$ cat src/common/isc_consts.vh
// register map, field positions and timing constants of the slave controller
`ifndef ISC_CONSTS_VH
`define ISC_CONSTS_VH

// register indices; byte address is four times the index
`define ISC_IDX_ADDR      10'h0DA
`define ISC_IDX_CON       10'h0DB
`define ISC_IDX_STAT      10'h0DC
`define ISC_IDX_DATA      10'h0DD

// reset values
`define ISC_CON_RST       8'h00
`define ISC_ADDR_RST      8'h00
`define ISC_STAT_RST      8'h00

// control register fields
`define ISC_CON_SRST      7
`define ISC_CON_STRETCH   1
`define ISC_CON_FILT      0
`define ISC_RD_BUSY       4
`define ISC_RD_XMT        0
`define ISC_IRQ_MASK      8'h7C

// status flags, same positions as their enables
`define ISC_F_ADDR        6
`define ISC_F_STOP        5
`define ISC_F_RSTART      4
`define ISC_F_TXB         3
`define ISC_F_RXB         2

// address register enable bit
`define ISC_ADR_EN        7

// timing
`define ISC_CLK_NS        100
`define ISC_FILT_NS       50
`define ISC_FILT_CYC      (((`ISC_FILT_NS + `ISC_CLK_NS - 1) / `ISC_CLK_NS) < 1 ? 1 : \
                           ((`ISC_FILT_NS + `ISC_CLK_NS - 1) / `ISC_CLK_NS))

`endif

$ cat src/isc_slave_ctrl.v
// I2C slave controller: control register, flags, interrupt and bus engine
//
// Contract
// - soft-reset bit 7 holds every engine state machine idle until cleared
// - soft-reset also clears the slave address register, enable included
// - bit 6 lets the address-match flag raise the slave interrupt
// - bit 5 lets the stop flag raise the slave interrupt
// - bit 4 lets the repeated-start flag raise the slave interrupt
// - bit 1 enables clock stretching; cleared, SCL is never held low
// - with stretching, a byte written before the stretch is not loaded
// - bit 0 enables the spike filter on SDA and SCL; clear passes inputs
// - read bit 0 shows transmit direction; written bit 0 is filter enable
// - receive-byte flag sets when a whole byte is ready in the data register
// - overrun: NACK without stretching, else hold SCL low until flag clears
//
// Chosen here: register access over Wishbone.
`timescale 1ns/1ps
`default_nettype none
`include "isc_consts.vh"
module isc_slave_ctrl #(
   parameter FILT_CYC = `ISC_FILT_CYC
) (
   // system
   input  wire        clk_i,
   input  wire        rst_i,
   input  wire        ce_i,
   // wishbone slave
   input  wire        cyc_i,
   input  wire        stb_i,
   input  wire        we_i,
   input  wire [11:0] adr_i,
   input  wire [3:0]  sel_i,
   input  wire [31:0] dat_i,
   output wire [31:0] dat_o,
   output wire        ack_o,
   // interrupt
   output wire        irq_o,
   // i2c pins, open drain
   input  wire        scl_i,
   output wire        scl_o,
   output wire        scl_oe_o,
   input  wire        sda_i,
   output wire        sda_o,
   output wire        sda_oe_o
);
   localparam S_IDLE   = 4'h0;
   localparam S_ADDR   = 4'h1;
   localparam S_AACK   = 4'h2;
   localparam S_RX     = 4'h3;
   localparam S_RACK   = 4'h4;
   localparam S_RSTR   = 4'h5;
   localparam S_TX     = 4'h6;
   localparam S_TACK   = 4'h7;
   localparam S_TSTR   = 4'h8;
   localparam S_WAIT   = 4'h9;

   function hit;
      input [11:0] adr;
      input [9:0]  idx;
      begin
         hit = (adr[11:2] == idx) && (adr[1:0] == 2'h0);
      end
   endfunction

   // hardware set wins over a software clear in the same cycle
   function [7:0] sticky;
      input [7:0] old;
      input [7:0] set;
      input [7:0] clr;
      begin
         sticky = (old & ~clr) | set;
      end
   endfunction

   // registers
   reg [7:0]  con_reg;
   reg [7:0]  adr_reg;
   reg [7:0]  flag_reg;
   reg [7:0]  txbuf_reg;
   reg [7:0]  rxdat_reg;
   reg        ack_reg;
   reg [31:0] dat_reg;
   reg        irq_reg;
   // engine
   reg [3:0]  st_reg;
   reg [2:0]  bit_reg;
   reg [7:0]  sh_reg;
   reg        xmt_reg;
   reg        busy_reg;
   reg        sda_drv_reg;
   reg        scl_drv_reg;
   reg        mack_reg;
   reg        byte_reg;
   reg        scl_d_reg;
   reg        sda_d_reg;
   reg [7:0]  flag_set;

   wire       scl_f;
   wire       sda_f;
   wire       srst     = con_reg[`ISC_CON_SRST];
   wire       stretch  = con_reg[`ISC_CON_STRETCH];
   wire       req      = cyc_i & stb_i;
   wire       wr_acc   = req & ack_reg & we_i & sel_i[0];
   wire       wr_con   = wr_acc & hit(adr_i, `ISC_IDX_CON);
   wire       wr_adr   = wr_acc & hit(adr_i, `ISC_IDX_ADDR);
   wire       wr_stat  = wr_acc & hit(adr_i, `ISC_IDX_STAT);
   wire       wr_data  = wr_acc & hit(adr_i, `ISC_IDX_DATA);
   wire       scl_rise = scl_f & ~scl_d_reg;
   wire       scl_fall = ~scl_f & scl_d_reg;
   wire       start_c  = scl_f & scl_d_reg & ~sda_f & sda_d_reg;
   wire       stop_c   = scl_f & scl_d_reg & sda_f & ~sda_d_reg;
   wire [7:0] flag_clr = wr_stat ? dat_i[7:0] : 8'h00;
   wire       rx_full  = flag_reg[`ISC_F_RXB];
   wire [7:0] rd_con   = {3'h0, busy_reg, 3'h0, xmt_reg};

   assign ack_o    = ack_reg;
   assign dat_o    = dat_reg;
   assign irq_o    = irq_reg;
   assign scl_o    = 1'b0;
   assign sda_o    = 1'b0;
   assign scl_oe_o = scl_drv_reg;
   assign sda_oe_o = sda_drv_reg;

   isc_pin_filter #(.FILT_CYC(FILT_CYC)) u_scl_filt (
      .clk_i (clk_i),
      .rst_i (rst_i),
      .ce_i  (ce_i),
      .en_i  (con_reg[`ISC_CON_FILT]),
      .pin_i (scl_i),
      .pin_o (scl_f)
   );

   isc_pin_filter #(.FILT_CYC(FILT_CYC)) u_sda_filt (
      .clk_i (clk_i),
      .rst_i (rst_i),
      .ce_i  (ce_i),
      .en_i  (con_reg[`ISC_CON_FILT]),
      .pin_i (sda_i),
      .pin_o (sda_f)
   );

   // wishbone: ack one cycle after the request, read data sampled with it
   always @(posedge clk_i) begin
      if (rst_i) begin
         ack_reg <= 1'b0;
         dat_reg <= 32'h0000_0000;
      end else if (ce_i) begin
         ack_reg <= req & ~ack_reg;
         if (req & ~ack_reg & ~we_i) begin
            if (hit(adr_i, `ISC_IDX_CON))
               dat_reg <= {24'h00_0000, rd_con};
            else if (hit(adr_i, `ISC_IDX_ADDR))
               dat_reg <= {24'h00_0000, adr_reg};
            else if (hit(adr_i, `ISC_IDX_STAT))
               dat_reg <= {24'h00_0000, flag_reg};
            else if (hit(adr_i, `ISC_IDX_DATA))
               dat_reg <= {24'h00_0000, rxdat_reg};
            else
               dat_reg <= 32'h0000_0000;
         end
      end
   end

   // software registers
   always @(posedge clk_i) begin
      if (rst_i) begin
         con_reg   <= `ISC_CON_RST;
         adr_reg   <= `ISC_ADDR_RST;
         txbuf_reg <= 8'h00;
      end else if (ce_i) begin
         if (wr_con)
            con_reg <= dat_i[7:0];
         if (srst)
            adr_reg <= `ISC_ADDR_RST;
         else if (wr_adr)
            adr_reg <= dat_i[7:0];
         if (wr_data)
            txbuf_reg <= dat_i[7:0];
      end
   end

   // flags and interrupt
   always @(posedge clk_i) begin
      if (rst_i) begin
         flag_reg <= `ISC_STAT_RST;
         irq_reg  <= 1'b0;
      end else if (ce_i) begin
         if (srst) begin
            flag_reg <= `ISC_STAT_RST;
         end else begin
            flag_reg <= sticky(flag_reg, flag_set,
                               flag_clr | (wr_data ? 8'h08 : 8'h00)) & `ISC_IRQ_MASK;
         end
         // enables sit at the same bit positions as the flags
         irq_reg <= |(flag_reg & con_reg & `ISC_IRQ_MASK);
      end
   end

   // bus engine
   always @(posedge clk_i) begin
      if (rst_i) begin
         st_reg      <= S_IDLE;
         bit_reg     <= 3'h0;
         sh_reg      <= 8'h00;
         xmt_reg     <= 1'b0;
         busy_reg    <= 1'b0;
         sda_drv_reg <= 1'b0;
         scl_drv_reg <= 1'b0;
         mack_reg    <= 1'b0;
         byte_reg    <= 1'b0;
         scl_d_reg   <= 1'b1;
         sda_d_reg   <= 1'b1;
         rxdat_reg   <= 8'h00;
         flag_set    <= 8'h00;
      end else if (ce_i) begin
         scl_d_reg <= scl_f;
         sda_d_reg <= sda_f;
         flag_set  <= 8'h00;
         if (srst) begin
            st_reg      <= S_IDLE;
            bit_reg     <= 3'h0;
            xmt_reg     <= 1'b0;
            busy_reg    <= 1'b0;
            sda_drv_reg <= 1'b0;
            scl_drv_reg <= 1'b0;
         end else if (stop_c) begin
            if (st_reg != S_IDLE && st_reg != S_WAIT)
               flag_set[`ISC_F_STOP] <= 1'b1;
            st_reg      <= S_IDLE;
            busy_reg    <= 1'b0;
            sda_drv_reg <= 1'b0;
            scl_drv_reg <= 1'b0;
         end else if (start_c) begin
            if (busy_reg)
               flag_set[`ISC_F_RSTART] <= 1'b1;
            busy_reg    <= 1'b1;
            st_reg      <= S_ADDR;
            byte_reg    <= 1'b0;
            bit_reg     <= 3'h0;
            sda_drv_reg <= 1'b0;
            scl_drv_reg <= 1'b0;
         end else begin
            case (st_reg)
               S_ADDR, S_RX: begin
                  if (scl_rise) begin
                     sh_reg  <= {sh_reg[6:0], sda_f};
                     bit_reg <= bit_reg + 3'h1;
                     byte_reg <= (bit_reg == 3'h7);
                  end else if (scl_fall && byte_reg && st_reg == S_ADDR) begin
                     if (adr_reg[`ISC_ADR_EN] && sh_reg[7:1] == adr_reg[6:0]) begin
                        flag_set[`ISC_F_ADDR] <= 1'b1;
                        xmt_reg     <= sh_reg[0];
                        sda_drv_reg <= 1'b1;
                        st_reg      <= S_AACK;
                     end else begin
                        st_reg <= S_WAIT;
                     end
                  end else if (scl_fall && byte_reg) begin
                     if (!rx_full) begin
                        rxdat_reg             <= sh_reg;
                        flag_set[`ISC_F_RXB] <= 1'b1;
                        sda_drv_reg           <= 1'b1;
                        st_reg                <= S_RACK;
                     end else if (stretch) begin
                        scl_drv_reg <= 1'b1;
                        st_reg      <= S_RSTR;
                     end else begin
                        // overrun without stretching: byte dropped, no ack
                        st_reg <= S_WAIT;
                     end
                  end
               end
               S_RSTR: begin
                  // hold SCL low until software clears the receive-byte flag
                  if (!rx_full) begin
                     rxdat_reg             <= sh_reg;
                     flag_set[`ISC_F_RXB] <= 1'b1;
                     sda_drv_reg           <= 1'b1;
                     scl_drv_reg           <= 1'b0;
                     st_reg                <= S_RACK;
                  end
               end
               S_AACK, S_RACK: begin
                  if (scl_fall) begin
                     sda_drv_reg <= 1'b0;
                     bit_reg     <= 3'h0;
                     if (st_reg == S_AACK && xmt_reg) begin
                        if (stretch) begin
                           // a byte written before the stretch is not used
                           flag_set[`ISC_F_TXB] <= 1'b1;
                           scl_drv_reg          <= 1'b1;
                           st_reg               <= S_TSTR;
                        end else begin
                           sh_reg               <= txbuf_reg;
                           sda_drv_reg          <= ~txbuf_reg[7];
                           flag_set[`ISC_F_TXB] <= 1'b1;
                           st_reg               <= S_TX;
                        end
                     end else begin
                        st_reg <= S_RX;
                     end
                  end
               end
               S_TSTR: begin
                  // only a write made during the stretch is shifted out
                  if (wr_data) begin
                     sh_reg      <= dat_i[7:0];
                     sda_drv_reg <= ~dat_i[7];
                     scl_drv_reg <= 1'b0;
                     st_reg      <= S_TX;
                  end
               end
               S_TX: begin
                  if (scl_fall) begin
                     bit_reg <= bit_reg + 3'h1;
                     if (bit_reg == 3'h7) begin
                        sda_drv_reg <= 1'b0;
                        st_reg      <= S_TACK;
                     end else begin
                        sh_reg      <= {sh_reg[6:0], 1'b0};
                        sda_drv_reg <= ~sh_reg[6];
                     end
                  end
               end
               S_TACK: begin
                  if (scl_rise) begin
                     mack_reg <= ~sda_f;
                  end else if (scl_fall) begin
                     bit_reg <= 3'h0;
                     if (!mack_reg) begin
                        // master nack ends the data; release for stop or restart
                        st_reg <= S_WAIT;
                     end else if (stretch) begin
                        flag_set[`ISC_F_TXB] <= 1'b1;
                        scl_drv_reg          <= 1'b1;
                        st_reg               <= S_TSTR;
                     end else begin
                        // no stretching: the old byte goes out if none was written
                        sh_reg               <= txbuf_reg;
                        sda_drv_reg          <= ~txbuf_reg[7];
                        flag_set[`ISC_F_TXB] <= 1'b1;
                        st_reg               <= S_TX;
                     end
                  end
               end
               S_WAIT, S_IDLE: begin
                  sda_drv_reg <= 1'b0;
                  scl_drv_reg <= 1'b0;
               end
               default: begin
                  st_reg <= S_IDLE;
               end
            endcase
            // stretching switched off must release a held clock at once
            if (!stretch && (st_reg == S_RSTR || st_reg == S_TSTR)) begin
               scl_drv_reg <= 1'b0;
               st_reg      <= S_WAIT;
            end
         end
      end
   end
endmodule
`default_nettype wire

$ cat src/isc_pin_filter.v
// two-flop synchroniser and optional spike filter for one bus input
`timescale 1ns/1ps
`default_nettype none
module isc_pin_filter #(
   parameter FILT_CYC = 1
) (
   // clock and control
   input  wire       clk_i,
   input  wire       rst_i,
   input  wire       ce_i,
   input  wire       en_i,
   // pin
   input  wire       pin_i,
   output wire       pin_o
);
   reg       sync1_reg;
   reg       sync2_reg;
   reg       out_reg;
   reg [3:0] cnt_reg;

   assign pin_o = out_reg;

   // lines idle high, so reset to one to avoid a false start
   always @(posedge clk_i) begin
      if (rst_i) begin
         sync1_reg <= 1'b1;
         sync2_reg <= 1'b1;
         out_reg   <= 1'b1;
         cnt_reg   <= 4'h0;
      end else if (ce_i) begin
         sync1_reg <= pin_i;
         sync2_reg <= sync1_reg;
         if (!en_i) begin
            out_reg <= sync2_reg;
            cnt_reg <= 4'h0;
         end else if (sync2_reg == out_reg) begin
            cnt_reg <= 4'h0;
         end else if (cnt_reg >= FILT_CYC[3:0]) begin
            // a level must persist past the spike width before it is passed
            out_reg <= sync2_reg;
            cnt_reg <= 4'h0;
         end else begin
            cnt_reg <= cnt_reg + 4'h1;
         end
      end
   end
endmodule
`default_nettype wire

$ cat config.mk
export PLATFORM = sky130hd
export DESIGN_NAME = isc_slave_ctrl
export DESIGN_NICKNAME = d
export VERILOG_FILES = /design/src/isc_slave_ctrl.v /design/src/isc_pin_filter.v
export VERILOG_INCLUDE_DIRS = /design/src /design/src/common
export SDC_FILE = /design/constraint.sdc
export NUM_CORES = 1
export LEC_CHECK = 0
export BUFFER_PORTS_ARGS = -buffer_cell sky130_fd_sc_hd__buf_2
export CAP_MARGIN = 20
export CORE_MARGIN = 4
export CORE_UTILIZATION = 30
export CTS_BUF_LIST = sky130_fd_sc_hd__clkbuf_4 sky130_fd_sc_hd__clkbuf_8 sky130_fd_sc_hd__clkbuf_16
export DETAILED_ROUTE_END_ITERATION = 16
export PLACE_DENSITY = 0.48
export SYNTH_ARGS = -nofsm -noshare
export SYNTH_HDL_FRONTEND = slang
export SYNTH_HIERARCHICAL = 1
export SYNTH_SLANG_ARGS = --single-unit
$ cat constraint.sdc
create_clock -name clk_i -period 5.4 [get_ports clk_i]
set_input_delay 0.27 -clock clk_i [delete_from_list [all_inputs] [get_ports clk_i]]
set_output_delay 0.27 -clock clk_i [all_outputs]
set_load 0.02 [all_outputs]
==> results of run 1 <==
worst paths after layout:
| check | slack, ns | to | cells past startpoint |
|---|---|---|---|
| worst max-delay path | 2.51 | sh_reg[2]$_SDFFE_PP0P_ | 6 |
| worst max register to register | 2.51 | sh_reg[2]$_SDFFE_PP0P_ | 6 |
| worst min-delay path | 0.15 | u_sda_filt/sync1_reg$_SDFFE_PP1P_ | 3 |
| worst min register to register | 0.45 | dat_o[6]$_SDFFE_PP0P_ | 2 |
layout by cell type (no fill, tap or decap), types with 4 or more instances in the layout:
master      n
a211o_1     5
inv_1      13
nand2_1    36
nand4_1    11
nor2_1     51
a222oi_1    7
nor2b_1    13
a22oi_1    11
o21ai_0    27
o21a_1      6
nor3_1     12
clkbuf_16   9
mux2_2      6
xnor2_1    12
and2_1      4
conb_1     26
dfxtp_1    89
buf_2      40
nand3_1     8
buf_4       5
ha_1        8
a211oi_1    5
nand2b_1   21
a21oi_1    46
mux2i_1    31
a311oi_1    8
a22o_1     14
metal layers:
metal	up-vias	routed length (microns)	track usage, %
met3	24	995	3.38
met1	2102	6760	21.5
li1	2098	-	-
met2	161	6260	24.0
met4	0	296	5.27
met5	-	0	0
Yosys cell counts (all sizes together) (14+ instances only):
cell type / number / share of area (%)
nand2: 36 / 2.7
a21oi: 47 / 4.8
inv: 14 / 1.1
buf: 39 / 5.3
clkbuf: 18 / 1.4
a22o: 14 / 2.5
nor3: 14 / 1.5
o21ai: 29 / 3.0
mux2i: 32 / 6.5
nor2: 52 / 4.0
nand2b: 21 / 2.6
dfxtp: 89 / 36
stage by stage:
step	util, %	total power (uW)	instance area, sq um
after floorplan	-	764	5090
after global placement	32.7	785	5270
after detailed placement	32.7	786	5270
after CTS	34.5	1430	5560
after global routing	34.5	1460	5560
final	34.5	1410	5560
cell type report:
| type | count | area share (%) |
|---|---|---|
| Sequential cell | 89 | 32.0 |
| Inverter | 14 | 0.945 |
| Clock inverter | 5 | 1.01 |
| Multi-Input combinational cell | 438 | 52.6 |
| Timing Repair Buffer | 45 | 4.27 |
| Tap cell | 216 | 4.86 |
| Clock buffer | 10 | 4.30 |
cell families (layout without fill, tap and decap cells):
kind of cell    count (synthesis)  after routing  synth area share, %
xor+xnor                       12             12                 2.10
simple gates                  193            193                 21.6
mux                            39             39                 8.07
buf+inv                        71             74                 7.74
flops                          89             89                 35.7
other cells                     1             26               0.0751
fa+ha+maj                       8              8                 2.00
compound gates                160            160                 22.7
worst max-delay path: cells and delay by family, from the launching register on:
family	cells	cell delay [ns]
compound gates	1	0.60
mux	2	0.58
simple gates	2	0.58
flops	1	0.84
xor+xnor	1	0.18
power by group:
group	switching (uW)	internal, uW	total (uW)	leakage, uW
Sequential	6.76	662	668	0.000719
Clock	268	368	635	0.000144
Combinational	74.1	29.3	103	0.00132
Total	348	1060	1410	0.00218
==> results.toml, run 1 <==
[synth]
ys_seq_area_share_pct = 35.7
netlist_instances = 573
synth_cell_types = 75
synth-edff-count = 0
synth_flop_cell = "dfxtp_1"
ys_warn_count = 6
synth.cell_area_sq_mm = 0.00499
async_flop_share_pct = 0
ys_ff_latch = 89
avgSynthCellArea_sq_um = 8.72

[grt]
track_usage_pct = 15.6
grt_overflow_total = 0
antenna_found_initial = 0
grt_pass1_wl_mm = 23.0
grt_pass1_vias = 4161
grt_max_degree = 47

[clock_tree]
h-tree-depth = 3
path_clk_slew_ns = 0.07
clk_latency_ns = 0.35
cts_tree = "yes"
clock_sinks = 89
cts-root-buf = "clkbuf_16"
max-clock-path-buffers = 2
cts_setup_buffers = 0
ctsResizeCount = 0
post_cts_hold_buffer_count = 0
cts_made_buffers = 9

[sta]
worst_slew_pin_slew_ns = 0.973
rsz0062_at_grt = "false"
tns_ns = 0
clock_skew_ns = 0.00871
relSlewSlack_pct = 34.5
final_max_slew_viol_count = 0
fmax_mhz = 346
setup_viol = 0
finalHoldViolCount = 0
finalWorstSetupSlack_ns = 2.51
fin_crit_sh_pct = 53.6
period_needed_ns = 2.89
fin_hold_ws_ns = 0.146

[floorplanning]
dieHeight_microns = 137
num_rows = 46
fp.dieW_microns = 137
start_util_pct = 31.0
io-pin-count = 94
die-area_sq_mm = 0.0188
core_area_sq_mm = 0.0161

[detailed_routing]
wirelength_mm = 14.3
initialDrtViolationCount = 407
wire_per_inst_microns = 17.5
dr.pass1.iters = 6
via_count = 4385
drc = 0
drtAntennaViolNets = 0
viasPerCell = 5.37

[final_layout]
drive_gt1_share_pct = 15.0
multi_input_area_sq_mm = 0.00293
seq_area_sq_mm = 0.00178
layout.nets = 661
final.fill_count = 1684
antenna_cells = 0
final_cells = 817
syn_to_final_growth_pct = 11.4

[placement]
port_buffers = 40
dp_cells = 802
routabilityCongestion = 0.861
dp.final_hpwl_mm = 10.3
pre_cts_slack_ns = 2.53

[power]
leakagePower_uw = 0.00218
power_density_mw_per_mm2 = 253
peakVddDrop_uv = 153

[critical_path]
crit_fanout = 23
timing.critical_path.cells = "xnor2_1, mux2i_2, nor2_2, a2111oi_4, and2_1, mux2_1"
crit_start = "st_reg[1]$_SDFFE_PP0P_"
worstPathArrival_ns = 3.13
slowest_delay_ns = 0.84
r2r_start = "st_reg[1]$_SDFFE_PP0P_"
required_ns = 5.64
path_class = "register to register"
crit_path_start_kind = "register"
cp_slowest_cell = "dfxtp_1"
critPathCaptureType = "register"

[run_status]
status = "finished, final reports clean"

[min_path]
min_from = "sda_i"
hold_class = "primary input to register"

[flow_run]
drv_cap = 0
Note: power is estimated with default switching activity, not from simulation.
==> inputs of run 2 (changes only) <==
--- a/config.mk
+++ b/config.mk
@@ -6,6 +6,7 @@
 export SDC_FILE = /design/constraint.sdc
 export NUM_CORES = 1
 export LEC_CHECK = 0
+export ABC_AREA = 1
 export BUFFER_PORTS_ARGS = -buffer_cell sky130_fd_sc_hd__buf_2
 export CAP_MARGIN = 20
 export CORE_MARGIN = 4
==> constraint.sdc (replaced) <==
create_clock -name clk_i -period 2.9 [get_ports clk_i]
set_input_delay 0.145 -clock clk_i [delete_from_list [all_inputs] [get_ports clk_i]]
set_output_delay 0.145 -clock clk_i [all_outputs]
set_load 0.02 [all_outputs]
==> run 2 against run 1 <==
Against the previous run:
- core utilization is 0.51 points lower
- global-route usage is 0.31 points lower
- non-clock buffer count is 5 higher
- cell area is 5.4% higher
- wire length is 4.2% higher
- register-to-register slack worse by 1.7 ns
- critical path depth is 5 higher
- largest power group unchanged
- critical endpoint is now sh_reg[1]$_SDFFE_PP0P_
- power grew to 2.7 times the previous value
- critical path type unchanged
- sequential share of layout area is 1.6 points lower
- count of clock-buffer cells in the layout is 1 higher
==> results.toml, run 2 <==
[run_status]
status = "finished, final reports clean"

[floorplanning]
die-area_sq_mm = 0.0197
io-pin-count = 94
start_util_pct = 30.5
num_rows = 48
fp.dieW_microns = 140
core_area_sq_mm = 0.0172
dieHeight_microns = 140

[detailed_routing]
via_count = 4953
dr.pass1.iters = 5
viasPerCell = 4.62
initialDrtViolationCount = 301
drc = 0
wire_per_inst_microns = 13.9
drtAntennaViolNets = 0
wirelength_mm = 14.9

[sta]
fmax_mhz = 488
rsz0062_at_grt = "false"
tns_ns = 0
relSlewSlack_pct = 56.9
finalHoldViolCount = 0
worst_slew_pin_slew_ns = 0.645
final_max_slew_viol_count = 0
fin_hold_ws_ns = 0.0173
finalWorstSetupSlack_ns = 0.852
period_needed_ns = 2.05
clock_skew_ns = 0.0114
fin_crit_sh_pct = 70.6
setup_viol = 0

[synth]
synth_top_cell_by_area = "dfxtp_1"
ys_warn_count = 6
async_flop_share_pct = 0
synth_common_cells = "209 x nand2_1, 89 x dfxtp_1, 88 x nor2_1"
ys_seq_area_share_pct = 33.9
yosysTopAreaCellShare_pct = 33.9
netlist_instances = 805
synth_flop_cell = "dfxtp_1"
synth.cell_area_sq_mm = 0.00526
synth_most_common_cell = "nand2_1"
synthTopCellsByArea = "dfxtp_1 34%, nand2_1 15%, a21oi_1 7.7%"
synth_cell_types = 37
synth-edff-count = 0
ys_ff_latch = 89
avgSynthCellArea_sq_um = 6.53

[flow_run]
drv_cap = 0

[clock_tree]
clock_sinks = 89
cts-root-buf = "clkbuf_16"
cts_made_buffers = 9
max-clock-path-buffers = 2
cts_tree = "yes"
path_clk_slew_ns = 0.07
clk_latency_ns = 0.34
h-tree-depth = 3

[power]
power_density_mw_per_mm2 = 641
power_uw = 3760
peakVddDrop_uv = 346
leakagePower_uw = 0.00260

[placement]
dp_cells = 1056
port_buffers = 40
routabilityCongestion = 0.890
dp.final_hpwl_mm = 11.3
pre_cts_slack_ns = 0.835

[critical_path]
critPathCaptureType = "register"
crit_fanout = 16
required_ns = 3.14
crit_path_start_kind = "register"
worstPathArrival_ns = 2.29
path_class = "register to register"

[grt]
grt_pass1_wl_mm = 24.2
antenna_found_initial = 0
grt_pass1_vias = 4531
grt_max_degree = 46
grt_overflow_total = 0
track_usage_pct = 15.3

[min_path]
hold_class = "primary input to register"

[final_layout]
layout.nets = 907
final_common_cell = "nand2_1"
final_cell_mix = "209 x nand2_1, 89 x dfxtp_1, 88 x nor2_1"
final_cells = 1073
drive_gt1_share_pct = 15.0
syn_to_final_growth_pct = 11.5
antenna_cells = 0
## run 2: changes by cell type after synthesis, sizes merged, moves of 11 or more
cell / change
a22oi: -11
nand3: +35
nor2b: -13
mux2i: -32
nor2: +61
a21oi: +38
a22o: -13
xnor2: -11
nand2: +190
o21ai: +34
inv: +75
nand2b: -21
## run 2: where the power goes
part           total (uW)  internal, uW  switching, uW  leakage, uW
Combinational        1140           390            749      0.00174
Sequential           1480          1330            150     0.000722
Clock                1130           621            514     0.000140
Total                3760          2350           1410      0.00260
## run 2: worst paths after layout
kind	slack [ns]	end	cells past startpoint	start
worst max-delay path	0.85	sh_reg[1]$_SDFFE_PP0P_	11	st_reg[1]$_SDFFE_PP0P_
worst min-delay path	0.02	u_sda_filt/sync1_reg$_SDFFE_PP1P_	3	sda_i
worst max register to register	0.85	sh_reg[1]$_SDFFE_PP0P_	11	st_reg[1]$_SDFFE_PP0P_
worst min register to register	0.46	u_sda_filt/cnt_reg[3]$_SDFFE_PP0P_	2	u_sda_filt/cnt_reg[3]$_SDFFE_PP0P_
## run 2: cell families (layout without fill, tap and decap cells)
kind of cell | count (synthesis) | in the layout | share of synthesized area (%)
fa+ha+maj | 8 | 8 | 1.90
xor+xnor | 1 | 1 | 0.167
buf+inv | 137 | 155 | 12.7
other cells | 1 | 26 | 0.0714
flops | 89 | 89 | 33.9
simple gates | 404 | 404 | 34.1
compound gates | 165 | 165 | 17.1
## run 2: what timing repair did
item / in CTS / in global routing
buffers inserted: 0 / 0
hold buffers: 1 / 0
gates resized for setup: 0 / 0
endpoints found under the hold margin: 1 / 0
## run 2: layer usage
layer | vias up | wire [microns] | GRT usage, %
li1 | 2614 | - | -
met5 | - | 0 | 0
met2 | 110 | 6540 | 23.8
met3 | 15 | 771 | 3.35
met4 | 0 | 171 | 3.72
met1 | 2214 | 7440 | 21.4
## run 2: critical path, cell delays in order (launching register included)
cell,delay [ns]
dfxtp_1,0.58
inv_4,0.09
nor2_2,0.14
nand3_2,0.12
nand2_2,0.10
nand2_2,0.06
a21oi_2,0.11
o21ai_2,0.08
nor2_4,0.41
nand2_1,0.12
nand2_1,0.08
nor2_1,0.04
## run 2: layout make-up
cell class | count | area (sq um)
fillers | 1930 | 11400
multi-input cells | 604 | 2900
flip-flops and latches | 89 | 1780
inverters | 89 | 337
well taps | 225 | 282
repair buffers | 50 | 278
clock buffers | 11 | 246
clock inverters | 5 | 38.8
## run 2: per-stage QoR
step,util (%),instance area (sq um)
final,34.0,5860
after global routing,34.0,5860
after CTS,34.0,5860
after detailed placement,32.3,5570
after global placement,32.3,5570
after floorplan,-,5350
==> inputs of run 3 (changes only) <==
==> constraint.sdc (replaced) <==
create_clock -name clk_i -period 2 [get_ports clk_i]
set_input_delay 0.1 -clock clk_i [delete_from_list [all_inputs] [get_ports clk_i]]
set_output_delay 0.1 -clock clk_i [all_outputs]
set_load 0.02 [all_outputs]
==> run 3 against run 2 <==
Against the previous run:
- register-to-register slack worse by 0.67 ns
- final cell count grew 2.1%
- power up 51%
- sequential power rose by 45%
- flip-flop and latch count stayed put
- via count grew 2.1%
- setup slack lost 0.67 ns
- first-iteration DRC count increased by 24%
- die area unchanged
- count of clock-buffer cells in the layout unchanged
- critical path depth down 2
- core utilization is 1.3 points higher
==> results.toml, run 3 (same netlist as run 2, synthesis figures left out) <==
[critical_path]
worstPathArrival_ns = 2.06
cp_slowest_cell = "dfxtp_1"
cpLargestDelayFamily = "simple AND/OR/NAND/NOR gates"
required_ns = 2.24
r2r_start = "st_reg[0]$_SDFFE_PP0P_"
critPathCaptureType = "register"
crit_fanout = 8
slowest_delay_ns = 0.49
timing.critical_path.cells = "nor2_1, nand2_1, inv_1, nand3_1, nand2_1, nand2_1, nand3_2, a21oi_1, nor2_1"
path_class = "register to register"
reg2reg_depth = 9
crit_path_start_kind = "register"
path_buf_inv = 1
cp_common_cell = "nand2_1"
regToRegSetupSlack_ns = 0.18
reg2reg_to = "st_reg[2]$_SDFFE_PP0P_"

[sta]
fmax_mhz = 550
finalHoldViolCount = 0
period_needed_ns = 1.82
clock_skew_ns = 0.0127
tns_ns = 0
setup_viol = 0
fin_crit_sh_pct = 91.0
final_max_slew_viol_count = 0
fin_hold_ws_ns = 0.0220
rsz0062_at_grt = "false"

[final_layout]
drive_gt1_share_pct = 17.2
antenna_cells = 0
final_common_cell = "nand2_1"
final_cell_mix = "209 x nand2_1, 88 x nor2_1, 87 x dfxtp_1"
syn_to_final_growth_pct = 15.7
layout.nets = 929

[detailed_routing]
drtAntennaViolNets = 0
wire_per_inst_microns = 14.0
wirelength_mm = 15.3
dr.pass1.iters = 4
initialDrtViolationCount = 374
via_count = 5058
drc = 0
viasPerCell = 4.62

[grt]
track_usage_pct = 15.6
antenna_found_initial = 0
grt_overflow_total = 0
grt_max_degree = 46
grt_pass1_vias = 4635
grt_pass1_wl_mm = 24.6

[power]
peakVddDrop_uv = 467
p_int_uw = 3620
p_switching_uw = 2060
leakagePower_uw = 0.00273
power_density_mw_per_mm2 = 933
pwr-share-clk_pct = 30.9
sw_frac_of_total_pct = 36.2
power_frac_seq_pct = 37.7
power_frac_comb_pct = 31.5

[clock_tree]
clock_sinks = 89
path_clk_slew_ns = 0.07
clk_latency_ns = 0.35
cts-root-buf = "clkbuf_16"
max-clock-path-buffers = 2
h-tree-depth = 3
cts_tree = "yes"
cts_setup_buffers = 0
cts_made_buffers = 9

[min_path]
hold_end = "adr_reg[1]$_SDFFE_PP0P_"
hold_class = "primary input to register"
min_from = "dat_i[1]"
hold_path_depth = 3

[run_status]
status = "finished, final reports clean"

[placement]
dp.final_hpwl_mm = 11.9
port_buffers = 40
routabilityCongestion = 0.945

[floorplanning]
core_area_sq_mm = 0.0172
fp.dieW_microns = 140
start_util_pct = 30.5
die-area_sq_mm = 0.0197
io-pin-count = 94
dieHeight_microns = 140
num_rows = 48

[flow_run]
drv_cap = 0
-- run 3: changes by cell type in the layout (fill, tap and decap cells not counted), sizes merged --
cell         delta
inv             -1
buf            +21
dlygate4sd3     +1
clkinv          -1
clkinvlp        +1
bufinv          +1
-- run 3: worst max path at each step --
stage / startpoint / end / cells after the start
final: st_reg[0]$_SDFFE_PP0P_ / st_reg[2]$_SDFFE_PP0P_ / 9
after global routing: u_sda_filt/pin_o$_SDFFE_PP1P_ / sda_oe_o$_SDFFE_PP0P_ / 11
after CTS: st_reg[2]$_SDFFE_PP0P_ / bit_reg[2]$_SDFFE_PP0P_ / 13
after detailed placement: u_scl_filt/pin_o$_SDFFE_PP1P_ / st_reg[2]$_SDFFE_PP0P_ / 9
after global placement: st_reg[0]$_SDFFE_PP0P_ / st_reg[2]$_SDFFE_PP0P_ / 9
after floorplan: u_sda_filt/pin_o$_SDFFE_PP1P_ / sh_reg[2]$_SDFFE_PP0P_ / 12
-- run 3: area by class of cell --
type,instances,area [sq um]
clock buffers,11,246
inverters,89,337
repair buffers,72,470
flip-flops and latches,89,1780
well taps,225,282
multi-input cells,604,2900
fillers,1871,11200
clock inverters,5,62.6
-- run 3: timing repair --
| item | CTS | global route |
|---|---|---|
| endpoints found under the hold margin | 2 | 0 |
| hold buffers | 2 | 0 |
| resized for setup | 0 | 2 |
| setup endpoints to repair | 0 | 2 |
-- run 3: worst reg2reg max path: stages (launching register included) --
cell and delay [ns]:
dfxtp_1 0.49, nor2_1 0.12, nand2_1 0.24, inv_1 0.16, nand3_1 0.15, nand2_1 0.10, nand2_1 0.08, nand3_2 0.15
a21oi_1 0.18, nor2_1 0.05
-- run 3: power by group through the flow --
stage          Sequential [uW]  Clock, uW  Combinational, uW
2_1_floorplan             2110          0               1330
3_3_place_gp              2170          0               1800
3_5_place_dp              2170          0               1780
4_1_cts                   2130       1810               1790
5_1_grt                   2160       1880               2010
6_report                  2140       1750               1790
-- run 3: metrics by stage --
| step | setup slack (ns) | util (%) | std cells | instance area [sq um] | total power, uW |
|---|---|---|---|---|---|
| 6_report | 0.181 | 35.3 | 1095 | 6080 | 5680 |
| 5_1_grt | 0.0258 | 35.3 | 1095 | 6080 | 6050 |
| 4_1_cts | 0.212 | 35.3 | 1095 | 6080 | 5740 |
| 3_5_place_dp | 0.225 | 33.4 | 1077 | 5750 | 3960 |
| 3_3_place_gp | 0.180 | 33.4 | 1077 | 5750 | 3970 |
| 2_1_floorplan | 0.395 | - | 830 | 5350 | 3440 |
-- run 3: layer usage --
layer,vias to the layer above,share of wire [%],global-route usage (%)
li1,2657,-,-
met1,2238,49,22.2
met2,142,43,23.9
met3,21,6.2,2.80
met4,0,1.8,5.00
met5,-,0,0
